**src/dsw_defines.vh**
```
// Constants for the dual switch serial control block.
// Assumes inclusion by bare name from the design files.
`ifndef DSW_DEFINES_VH
`define DSW_DEFINES_VH

// ****************************************************************
// Frame layout
// ****************************************************************
`define DSW_FRAME_BITS 4'h8
`define DSW_CMD_MSB 7
`define DSW_CMD_LSB 5

// ****************************************************************
// Command codes
// ****************************************************************
`define DSW_CMD_NONE 3'h0
`define DSW_CMD_DIAG 3'h1
`define DSW_CMD_OUTCFG 3'h2
`define DSW_CMD_IOCFG 3'h3
`define DSW_CMD_RESET 3'h4
`define DSW_CMD_SLEEP 3'h5
`define DSW_CMD_WAKE 3'h6
`define DSW_CMD_CHAN 3'h7

// ****************************************************************
// Field positions within the data bits
// ****************************************************************
`define DSW_OC_OVL_B 4
`define DSW_OC_OVL_A 3
`define DSW_OC_LATCH 2
`define DSW_OC_SLEW_B 1
`define DSW_OC_SLEW_A 0
`define DSW_IO_SPI 4
`define DSW_IO_CTRL_MSB 3
`define DSW_IO_CTRL_LSB 2
`define DSW_IO_PIN_MSB 1
`define DSW_IO_PIN_LSB 0
`define DSW_CH_B 4
`define DSW_CH_A 3

// ****************************************************************
// Control and pin modes
// ****************************************************************
`define DSW_CTRL_PAR 2'h0
`define DSW_CTRL_OR 2'h1
`define DSW_CTRL_AND 2'h2
`define DSW_CTRL_SER 2'h3
`define DSW_PIN_FAULT 2'h0

// ****************************************************************
// Reset values
// ****************************************************************
`define DSW_OUTCFG_RST 5'h00
`define DSW_IOCFG_RST 5'h00
`define DSW_CHAN_RST 2'h0
`define DSW_DIAG_CLEAR 6'h3c
`define DSW_DIAG_TOP 2'h3
`define DSW_PAIR_OK 2'h3

// ****************************************************************
// Timing
// ****************************************************************
`define DSW_CLK_PERIOD_NS 8
`define DSW_WAKE_TIME_NS 100000
`define DSW_WAKE_CYCLES 16'h30d4

`endif

```
**src/dsw_sync.v**
```verilog
// Three-stage pin synchroniser with agreement filter.
// Assumes an asynchronous pin level and the block clock.
`timescale 1ns/1ns
`default_nettype none

module dsw_sync (
  // Clock and reset
  input wire clk,
  input wire rst_n,
  input wire rst_level,
  // Pin and filtered level
  input wire pin,
  output wire level_q
);

  reg s1_q;
  reg s2_q;
  reg s3_q;
  reg hold_q;

  // Chain holds the pin relative to its idle level, so reset reads idle
  assign level_q = hold_q ^ rst_level;

  // ****************************************************************
  // Capture chain and filter
  // ****************************************************************
  always @(posedge clk or negedge rst_n) begin
    if (!rst_n) begin
      s1_q <= 1'b0;
      s2_q <= 1'b0;
      s3_q <= 1'b0;
      hold_q <= 1'b0;
    end else begin
      s1_q <= pin ^ rst_level;
      s2_q <= s1_q;
      s3_q <= s2_q;
      if (s2_q == s3_q) begin
        hold_q <= s3_q;
      end
    end
  end

endmodule

`default_nettype wire

```
**src/dsw_spi_ctrl.v**
```verilog
// Serial command decoder and control logic of a dual low-side switch.
// Assumes SPI pins asynchronous to clk, fault inputs on clk already
// filtered, and an external pad resolving each pin from its enable.
//
// Overview of operation
// - Fault pin falls when an error is latched
// - Fault pin returns high when diagnosis cleared
// - Status pin mirrors input, inverted on error
// - Deselected: ignore clock and data, output floats
// - Select: load diagnosis, enable shifting, drive output
// - Sample on falling clock, shift out on rising
// - Deselect: execute frame, clear diagnosis if valid
// - Eight bits MSB first: code three, data five
// - Reset: shared pin is channel b status
// - Code 001 reads only; 000 does nothing
// - Output config bits 4,3 choose overload mode
// - Output config bit 2 chooses overtemp latch
// - Output config bits 1,0 choose slew rate
// - IO config bit 4 chooses status or serial
// - IO config bits 3,2 choose channel control
// - IO config bits 1,0 choose multifunction role
// - Reset command restores defaults, clears faults
// - Sleep honours only wake-up; undervoltage also wakes
// - Wake-up leaves sleep at once, full function after wake delay
// - Channel command stores serial on/off bits
// - Sleep switches outputs off, clears channel bits
// - Invalid command discarded, diagnosis kept
// - Diagnosis top two bits read high
// - Sleep keeps configuration, clears diagnosis
`timescale 1ns/1ns
`default_nettype none
`include "dsw_defines.vh"

module dsw_spi_ctrl #(
  parameter [15:0] WAKE_CYCLES = `DSW_WAKE_CYCLES
) (
  // Clock and reset
  input wire clk,
  input wire rst_n,
  // Serial port pins
  input wire cs_n_pin,
  input wire sclk_pin,
  input wire si_pin,
  // Undervoltage reset pin
  input wire uv_reset_pin,
  // Parallel channel inputs
  input wire parallel_input_ch_a,
  input wire parallel_input_ch_b,
  // Filtered fault conditions from the analog part
  input wire [1:0] diag_ch_a_in,
  input wire [1:0] diag_ch_b_in,
  input wire chan_overtemp_in,
  input wire ic_warn_in,
  // Multifunction pin a, open drain
  output reg multifunction_pin_a_out,
  output reg multifunction_pin_a_oe,
  // Multifunction pin b, serial out or open-drain status
  output reg multifunction_pin_b_out,
  output reg multifunction_pin_b_oe,
  // Sense routing
  output reg sense_of_ch_a,
  output reg sense_of_ch_b,
  // Power stage controls
  output reg channel_a_on,
  output reg channel_b_on,
  output reg overload_mode_ch_a,
  output reg overload_mode_ch_b,
  output reg overtemp_latch,
  output reg slew_slow_ch_a,
  output reg slew_slow_ch_b,
  output reg sleep_mode,
  output reg full_function
);

  // ****************************************************************
  // Pin synchronisers
  // ****************************************************************
  wire cs_n_s;
  wire sclk_s;
  wire si_s;
  wire uv_s;
  wire [3:0] pin_raw;
  wire [3:0] pin_s;
  genvar g;

  assign pin_raw = {uv_reset_pin, si_pin, sclk_pin, cs_n_pin};
  assign {uv_s, si_s, sclk_s, cs_n_s} = pin_s;

  // Select idles high, every other pin idles low
  generate
    for (g = 0; g < 4; g = g + 1) begin : g_sync
      dsw_sync u_sync (
        .clk(clk),
        .rst_n(rst_n),
        .rst_level(g == 0),
        .pin(pin_raw[g]),
        .level_q(pin_s[g])
      );
    end
  endgenerate

  // ****************************************************************
  // Edge detection
  // ****************************************************************
  reg cs_n_prev_q;
  reg sclk_prev_q;
  wire cs_fall;
  wire cs_rise;
  wire sclk_fall;
  wire sclk_rise;

  always @(posedge clk or negedge rst_n) begin
    if (!rst_n) begin
      cs_n_prev_q <= 1'b1;
      sclk_prev_q <= 1'b0;
    end else begin
      cs_n_prev_q <= cs_n_s;
      sclk_prev_q <= sclk_s;
    end
  end

  assign cs_fall = cs_n_prev_q & ~cs_n_s;
  assign cs_rise = ~cs_n_prev_q & cs_n_s;
  assign sclk_fall = ~cs_n_s & sclk_prev_q & ~sclk_s;
  assign sclk_rise = ~cs_n_s & ~sclk_prev_q & sclk_s;

  // ****************************************************************
  // Registers
  // ****************************************************************
  reg [4:0] outcfg_q;
  reg [4:0] iocfg_q;
  reg [1:0] chan_q;
  reg [5:0] diag_q;
  reg sleep_q;
  reg [15:0] wake_cnt_q;
  reg [7:0] rx_q;
  reg [7:0] tx_q;
  reg so_q;
  reg [3:0] bit_cnt_q;
  wire waking;
  wire [2:0] cmd;
  wire [4:0] data;
  wire frame_ok;
  wire cmd_valid;
  wire diag_clear;
  assign waking = (wake_cnt_q != 16'h0000);
  assign cmd = rx_q[`DSW_CMD_MSB:`DSW_CMD_LSB];
  assign data = rx_q[4:0];
  assign frame_ok = (bit_cnt_q == `DSW_FRAME_BITS);
  // Only wake-up passes in sleep or while the wake delay runs
  assign cmd_valid = frame_ok & (cmd != `DSW_CMD_NONE) &
    ((~sleep_q & ~waking) | (cmd == `DSW_CMD_WAKE));
  assign diag_clear = cs_rise & cmd_valid;

  // ****************************************************************
  // Shift register
  // ****************************************************************
  always @(posedge clk or negedge rst_n) begin
    if (!rst_n) begin
      rx_q <= 8'h00;
      tx_q <= 8'h00;
      so_q <= 1'b0;
      bit_cnt_q <= 4'h0;
    end else if (cs_fall) begin
      // In sleep no diagnosis is transferred
      if (sleep_q) begin
        tx_q <= 8'h00;
        so_q <= 1'b0;
      end else begin
        tx_q <= {`DSW_DIAG_TOP, diag_q};
        so_q <= 1'b1;
      end
      bit_cnt_q <= 4'h0;
    end else begin
      if (sclk_fall) begin
        rx_q <= {rx_q[6:0], si_s};
        if (bit_cnt_q != 4'hf) begin
          bit_cnt_q <= bit_cnt_q + 4'h1;
        end
      end
      if (sclk_rise) begin
        so_q <= tx_q[7];
        tx_q <= {tx_q[6:0], 1'b0};
      end
    end
  end

  // ****************************************************************
  // Command execution
  // ****************************************************************
  always @(posedge clk or negedge rst_n) begin
    if (!rst_n) begin
      outcfg_q <= `DSW_OUTCFG_RST;
      iocfg_q <= `DSW_IOCFG_RST;
      chan_q <= `DSW_CHAN_RST;
      sleep_q <= 1'b0;
      wake_cnt_q <= 16'h0000;
    end else if (uv_s) begin
      outcfg_q <= `DSW_OUTCFG_RST;
      iocfg_q <= `DSW_IOCFG_RST;
      chan_q <= `DSW_CHAN_RST;
      sleep_q <= 1'b0;
      wake_cnt_q <= 16'h0000;
    end else begin
      if (waking) begin
        wake_cnt_q <= wake_cnt_q - 16'h0001;
      end
      if (cs_rise && cmd_valid) begin
        case (cmd)
          `DSW_CMD_OUTCFG: begin
            outcfg_q <= data;
          end
          `DSW_CMD_IOCFG: begin
            iocfg_q <= data;
          end
          `DSW_CMD_RESET: begin
            outcfg_q <= `DSW_OUTCFG_RST;
            iocfg_q <= `DSW_IOCFG_RST;
            chan_q <= `DSW_CHAN_RST;
          end
          `DSW_CMD_SLEEP: begin
            sleep_q <= 1'b1;
            chan_q <= `DSW_CHAN_RST;
          end
          `DSW_CMD_WAKE: begin
            if (sleep_q) begin
              sleep_q <= 1'b0;
              wake_cnt_q <= WAKE_CYCLES;
            end
          end
          `DSW_CMD_CHAN: begin
            chan_q <= {data[`DSW_CH_B], data[`DSW_CH_A]};
          end
          default: begin
            chan_q <= chan_q;
          end
        endcase
      end
    end
  end

  // ****************************************************************
  // Diagnosis register
  // ****************************************************************
  reg [5:0] diag_d;
  always @* begin
    diag_d = diag_q;
    // Valid frame, reset, sleep or undervoltage clear first
    if (diag_clear || uv_s) begin
      diag_d = `DSW_DIAG_CLEAR;
    end
    // A new error overwrites and wins over a clear
    if (!sleep_q && !waking) begin
      if (diag_ch_b_in != `DSW_PAIR_OK) begin
        diag_d[5:4] = diag_ch_b_in;
      end
      if (diag_ch_a_in != `DSW_PAIR_OK) begin
        diag_d[3:2] = diag_ch_a_in;
      end
      if (chan_overtemp_in) begin
        diag_d[1] = 1'b1;
      end
      if (ic_warn_in) begin
        diag_d[0] = 1'b1;
      end
    end
  end

  always @(posedge clk or negedge rst_n) begin
    if (!rst_n) begin
      diag_q <= `DSW_DIAG_CLEAR;
    end else begin
      diag_q <= diag_d;
    end
  end

  // ****************************************************************
  // Channel control
  // ****************************************************************
  reg eff_a;
  reg eff_b;
  always @* begin
    case (iocfg_q[`DSW_IO_CTRL_MSB:`DSW_IO_CTRL_LSB])
      `DSW_CTRL_PAR: begin
        eff_a = parallel_input_ch_a;
        eff_b = parallel_input_ch_b;
      end
      `DSW_CTRL_OR: begin
        eff_a = parallel_input_ch_a | chan_q[0];
        eff_b = parallel_input_ch_b | chan_q[1];
      end
      `DSW_CTRL_AND: begin
        eff_a = parallel_input_ch_a & chan_q[0];
        eff_b = parallel_input_ch_b & chan_q[1];
      end
      default: begin
        eff_a = chan_q[0];
        eff_b = chan_q[1];
      end
    endcase
  end

  // ****************************************************************
  // Pin outputs
  // ****************************************************************
  wire err_a;
  wire err_b;
  wire err_any;
  wire spi_mode;
  wire [1:0] pin_role;
  assign err_a = (diag_ch_a_in != `DSW_PAIR_OK);
  assign err_b = (diag_ch_b_in != `DSW_PAIR_OK);
  assign err_any = (diag_q != `DSW_DIAG_CLEAR);
  assign spi_mode = iocfg_q[`DSW_IO_SPI];
  assign pin_role = iocfg_q[`DSW_IO_PIN_MSB:`DSW_IO_PIN_LSB];
  always @(posedge clk or negedge rst_n) begin
    if (!rst_n) begin
      multifunction_pin_a_out <= 1'b0;
      multifunction_pin_a_oe <= 1'b1;
      multifunction_pin_b_out <= 1'b0;
      multifunction_pin_b_oe <= 1'b1;
      sense_of_ch_a <= 1'b0;
      sense_of_ch_b <= 1'b0;
      channel_a_on <= 1'b0;
      channel_b_on <= 1'b0;
      overload_mode_ch_a <= 1'b0;
      overload_mode_ch_b <= 1'b0;
      overtemp_latch <= 1'b0;
      slew_slow_ch_a <= 1'b0;
      slew_slow_ch_b <= 1'b0;
      sleep_mode <= 1'b0;
      full_function <= 1'b0;
    end else begin
      multifunction_pin_a_out <= 1'b0;
      multifunction_pin_b_out <= 1'b0;
      if (sleep_q) begin
        // Status low, fault high while asleep
        multifunction_pin_a_oe <= ~spi_mode;
        multifunction_pin_b_oe <= ~spi_mode;
      end else if (!spi_mode) begin
        // Open drain pulls low for a low status level
        multifunction_pin_a_oe <= ~(parallel_input_ch_a ^ err_a);
        multifunction_pin_b_oe <= ~(parallel_input_ch_b ^ err_b);
      end else begin
        multifunction_pin_a_oe <= err_any & (pin_role == `DSW_PIN_FAULT);
        multifunction_pin_b_out <= so_q;
        multifunction_pin_b_oe <= ~cs_n_s;
      end
      sense_of_ch_a <= spi_mode & ~sleep_q & pin_role[0];
      sense_of_ch_b <= spi_mode & ~sleep_q & pin_role[1];
      channel_a_on <= eff_a & ~sleep_q & ~waking;
      channel_b_on <= eff_b & ~sleep_q & ~waking;
      overload_mode_ch_a <= outcfg_q[`DSW_OC_OVL_A];
      overload_mode_ch_b <= outcfg_q[`DSW_OC_OVL_B];
      overtemp_latch <= outcfg_q[`DSW_OC_LATCH];
      slew_slow_ch_a <= outcfg_q[`DSW_OC_SLEW_A];
      slew_slow_ch_b <= outcfg_q[`DSW_OC_SLEW_B];
      sleep_mode <= sleep_q;
      full_function <= ~sleep_q & ~waking;
    end
  end

endmodule

`default_nettype wire

```
**config.mk**
```make
export PLATFORM = sky130hd
export DESIGN_NAME = dsw_spi_ctrl
export DESIGN_NICKNAME = d
export VERILOG_FILES = /design/src/dsw_sync.v /design/src/dsw_spi_ctrl.v
export VERILOG_INCLUDE_DIRS = /design/src
export SDC_FILE = /design/constraint.sdc
export NUM_CORES = 1
export LEC_CHECK = 0
export ABC_AREA = 1
export BUFFER_PORTS_ARGS = -buffer_cell sky130_fd_sc_hd__buf_2
export CAP_MARGIN = 20
export CORE_UTILIZATION = 55
export DETAILED_ROUTE_END_ITERATION = 12
export GPL_ROUTABILITY_DRIVEN = 1
export PLACE_DENSITY = 0.82
export SLEW_MARGIN = 20
export SYNTH_ARGS = -nofsm -noshare
export SYNTH_HDL_FRONTEND = slang
export SYNTH_SLANG_ARGS = --single-unit
```
**constraint.sdc**
```tcl
create_clock -name clk -period 3.21 [get_ports clk]
set_input_delay 0.963 -clock clk [delete_from_list [all_inputs] [get_ports clk]]
set_output_delay 0.963 -clock clk [all_outputs]
set_load 0.05 [all_outputs]
```
==> results.py <==
metrics = {
    "synthesis": {
        "synth_top_cell_by_area": "dfrtp_1",
        "ys_warn_count": 0,
        "syn-instance-count": 397,
        "synth.area.top_cells": "dfrtp_1 (52%), nand2_1 (7.0%), dfstp_2 (4.8%)",
        "ys_seq_area_share_pct": 57.11,
        "synth_fp_nets": 415,
        "synth_mux_area_share_pct": 1.842,
        "synth_cell_types": 42,
        "synth_area_um2": 3871,
        "yosys.area_share.xor_xnor_pct": 0.9050,
        "synthAdderAreaFrac_pct": 2.327,
        "synth_top_family_by_area": "simple AND/OR/NAND/NOR gates",
        "yosys.area_share.simple_pct": 23.76,
        "synth_area_per_cell_um2": 9.751,
        "yosys.area.top_type_share_pct": 52.36,
        "synth.ff_latch_count": 88,
        "synth_compound_area_share_pct": 9.244,
    },
    "route": {
        "drt-total-wl_um": 7534,
        "first_iter_violations": 259,
        "drt-pass1-iter-count": 4,
        "num_vias": 2796,
        "drc_errors": 0,
        "antenna_left": 0,
        "wire_per_inst_um": 14.19,
        "viasPerCell": 5.266,
    },
    "outcome": {
        "status": "completed",
    },
    "timing": {
        "worst_slew_pin_slew_ns": 0.5692,
        "slew_violations": 0,
        "finalSetupViolCount": 0,
        "hold_violations": 0,
        "finClkSkew_ns": 0.01118,
        "min_period_ns": 2.116,
        "setup_tns_ns": 0,
        "post-route-period-util_pct": 65.92,
        "relSlewSlack_pct": 62.06,
        "timing.fmax_ghz": 0.4726,
        "rsz0062_at_grt": "no",
    },
    "pwr": {
        "peakVddDrop_uv": 667.8,
        "pwr_density_cell_nw_per_um2": 946.4,
        "p_leak_nw": 2.070,
    },
    "placed_design": {
        "place_area_um2": 4105,
        "port_buffers": 27,
        "gp_congestion": 0.8370,
        "dp_hpwl_um": 5345,
    },
    "cells_and_area": {
        "area_growth_syn_to_layout_pct": 11.05,
        "final_common_cell": "dfrtp_1",
        "insertedDiodeCount": 0,
        "layout-drive-gt1-share_pct": 21.84,
        "final_nets": 448,
        "fill_cells": 528,
        "stdcell_area_um2": 4299,
        "final_cell_mix": "dfrtp_1 (81), nand2_1 (72), nor2_1 (47), inv_1 (30), buf_2 (26)",
        "seq_area_um2": 2211,
        "multiInputGateArea_um2": 1478,
    },
    "global_routing": {
        "grt_pass1_wl_um": 12910,
        "grt_antenna_before_repair": 0,
        "grt_usage_pct": 22.86,
        "first_global_vias": 2761,
        "grt_max_degree": 47,
        "gr-total-overflow": 0,
    },
    "flow_run": {
        "maxCapViolations": 0,
    },
    "floorplanning": {
        "core_area_um2": 6794,
        "dieArea_um2": 7378,
        "fp.dieW_um": 85.90,
        "die_y_um": 85.90,
        "ios": 29,
        "rows": 30,
        "start_util_pct": 56.98,
    },
    "setup_path": {
        "critical_path.top_delay_family": "flip-flops",
        "worst-path-stages": 1,
        "rr_endpoint": "diag_q[2]$_DFF_PN1_",
        "start_kind": "flop",
        "rr_startpoint": "wake_cnt_q[0]$_DFF_PN0_",
        "worstSetupStartpoint": "multifunction_pin_a_oe$_DFF_PN1_",
        "cpPeakStageDelay_ns": 0.54,
        "crit_required_ns": 2.25,
        "cp-endpoint": "multifunction_pin_a_oe",
        "crit_chain": "buf_2",
        "reg2reg_depth": 10,
        "reg2reg_setup_slack_ns": 1.44,
        "crit_fanout": 1,
        "crit_type": "flop to output port",
        "crit_buf_inv": 1,
        "cpMaxStageDelayCell": "dfstp_2",
        "critPathArrivalTime_ns": 1.15,
        "critical_path.endpoint_type": "output port",
    },
    "clocking": {
        "tritoncts": "built",
        "clock_path_buffers": 2,
        "cts_root_buffer": "clkbuf_8",
        "cts.sinks": 88,
        "clk_latency_ns": 0.36,
        "ctsHoldBuffers": 0,
        "postCtsSetupRepairBufs": 0,
        "cts_max_level": 3,
        "postCtsResizedCells": 0,
        "cts.clk_slew.worst_paths_ns": 0.10,
        "cts_buffers": 9,
    },
    "worst_hold_path": {
        "hp-class": "flop to flop",
    },
}
synth_stat cells (all sizes together):
cell type  instances
mux2               5
clkbuf             1
maj3               4
or2                2
a21oi             20
xor2               4
nand4              8
conb               1
nor3b              1
a22oi              2
nand2             79
o31ai              1
and3               1
clkinv             1
nor2              58
dfstp              7
nand3b             1
inv               36
a211oi             2
a31oi              7
ha                 4
dfrtp             81
nand3             28
nor3               7
o22ai              1
o21ai             30
buf                5
worst min-delay path by stage:
stage,start,end,slack [ns],depth (start not counted)
global placement,g_sync[3].u_sync.s1_q$_DFF_PN0_,g_sync[3].u_sync.s2_q$_DFF_PN0_,0.33,0
global route,g_sync[1].u_sync.s1_q$_DFF_PN0_,g_sync[1].u_sync.s2_q$_DFF_PN0_,0.38,0
CTS,g_sync[3].u_sync.s1_q$_DFF_PN0_,g_sync[3].u_sync.s2_q$_DFF_PN0_,0.36,0
detailed placement,g_sync[0].u_sync.s1_q$_DFF_PN0_,g_sync[0].u_sync.s2_q$_DFF_PN0_,0.33,0
finish,g_sync[0].u_sync.s1_q$_DFF_PN0_,g_sync[0].u_sync.s2_q$_DFF_PN0_,0.36,0
floorplan,g_sync[0].u_sync.s1_q$_DFF_PN0_,g_sync[0].u_sync.s2_q$_DFF_PN0_,0.33,0
area by class of cell:
| cell class | instances | area share, % |
|---|---|---|
| Clock buffer | 9 | 2.881 |
| Clock inverter | 7 | 1.630 |
| Inverter | 37 | 3.230 |
| Sequential cell | 88 | 51.43 |
| Multi-Input combinational cell | 266 | 34.37 |
| Timing Repair Buffer | 28 | 3.667 |
| Tap cell | 96 | 2.794 |
sequential cells by signal, indices dropped and copies added, names as in the netlist, 2 cells and up:
| name | flops |
|---|---|
| g_sync.u_sync.hold_q | 4 |
| diag_q | 6 |
| g_sync.u_sync.s1_q | 4 |
| g_sync.u_sync.s2_q | 4 |
| chan_q | 2 |
| iocfg_q | 5 |
| tx_q | 8 |
| outcfg_q | 5 |
| wake_cnt_q | 16 |
| rx_q | 8 |
| g_sync.u_sync.s3_q | 4 |
| bit_cnt_q | 4 |
stage by stage:
step	total power [W]	utilization (%)	hold slack [ns]	instances	setup WS (ns)
finish	0.004069	63.28	0.3568	531	1.094
detailed placement	0.003325	60.42	0.3347	515	1.478
global route	0.004358	63.28	0.3796	531	1.076
CTS	0.004080	63.28	0.3577	531	1.087
floorplan	0.002966	-	0.3312	397	1.591
global placement	0.003245	60.42	0.3312	515	1.510
power breakdown:
part	switching, W	total, W	internal (W)	leakage (nW)
sequential	0.000266	0.00172	0.00145	1.11
clock	0.000441	0.000748	0.000307	0.0977
combinational	0.00108	0.00160	0.000525	0.862
total	0.00179	0.00407	0.00228	2.07
per-layer routing:
layer / up-vias / global-route usage (%) / wire, µm
li1: 1379 / - / -
met1: 1340 / 31.86 / 3510
met2: 67 / 34.42 / 3587
met3: 10 / 3.657 / 303
met4: 0 / 12.73 / 133
met5: - / 0 / 0
logic make-up (layout without fill, tap and decap cells):
family          count (synthesis)  after routing
simple gates                  185            185
flops                          88             88
compound gates                 63             63
buf+inv                        43             81
fa+ha+maj                       8              8
mux                             5              5
xor+xnor                        4              4
other cells                     1              1
No activity file was read; power rests on OpenSTA's default activity.
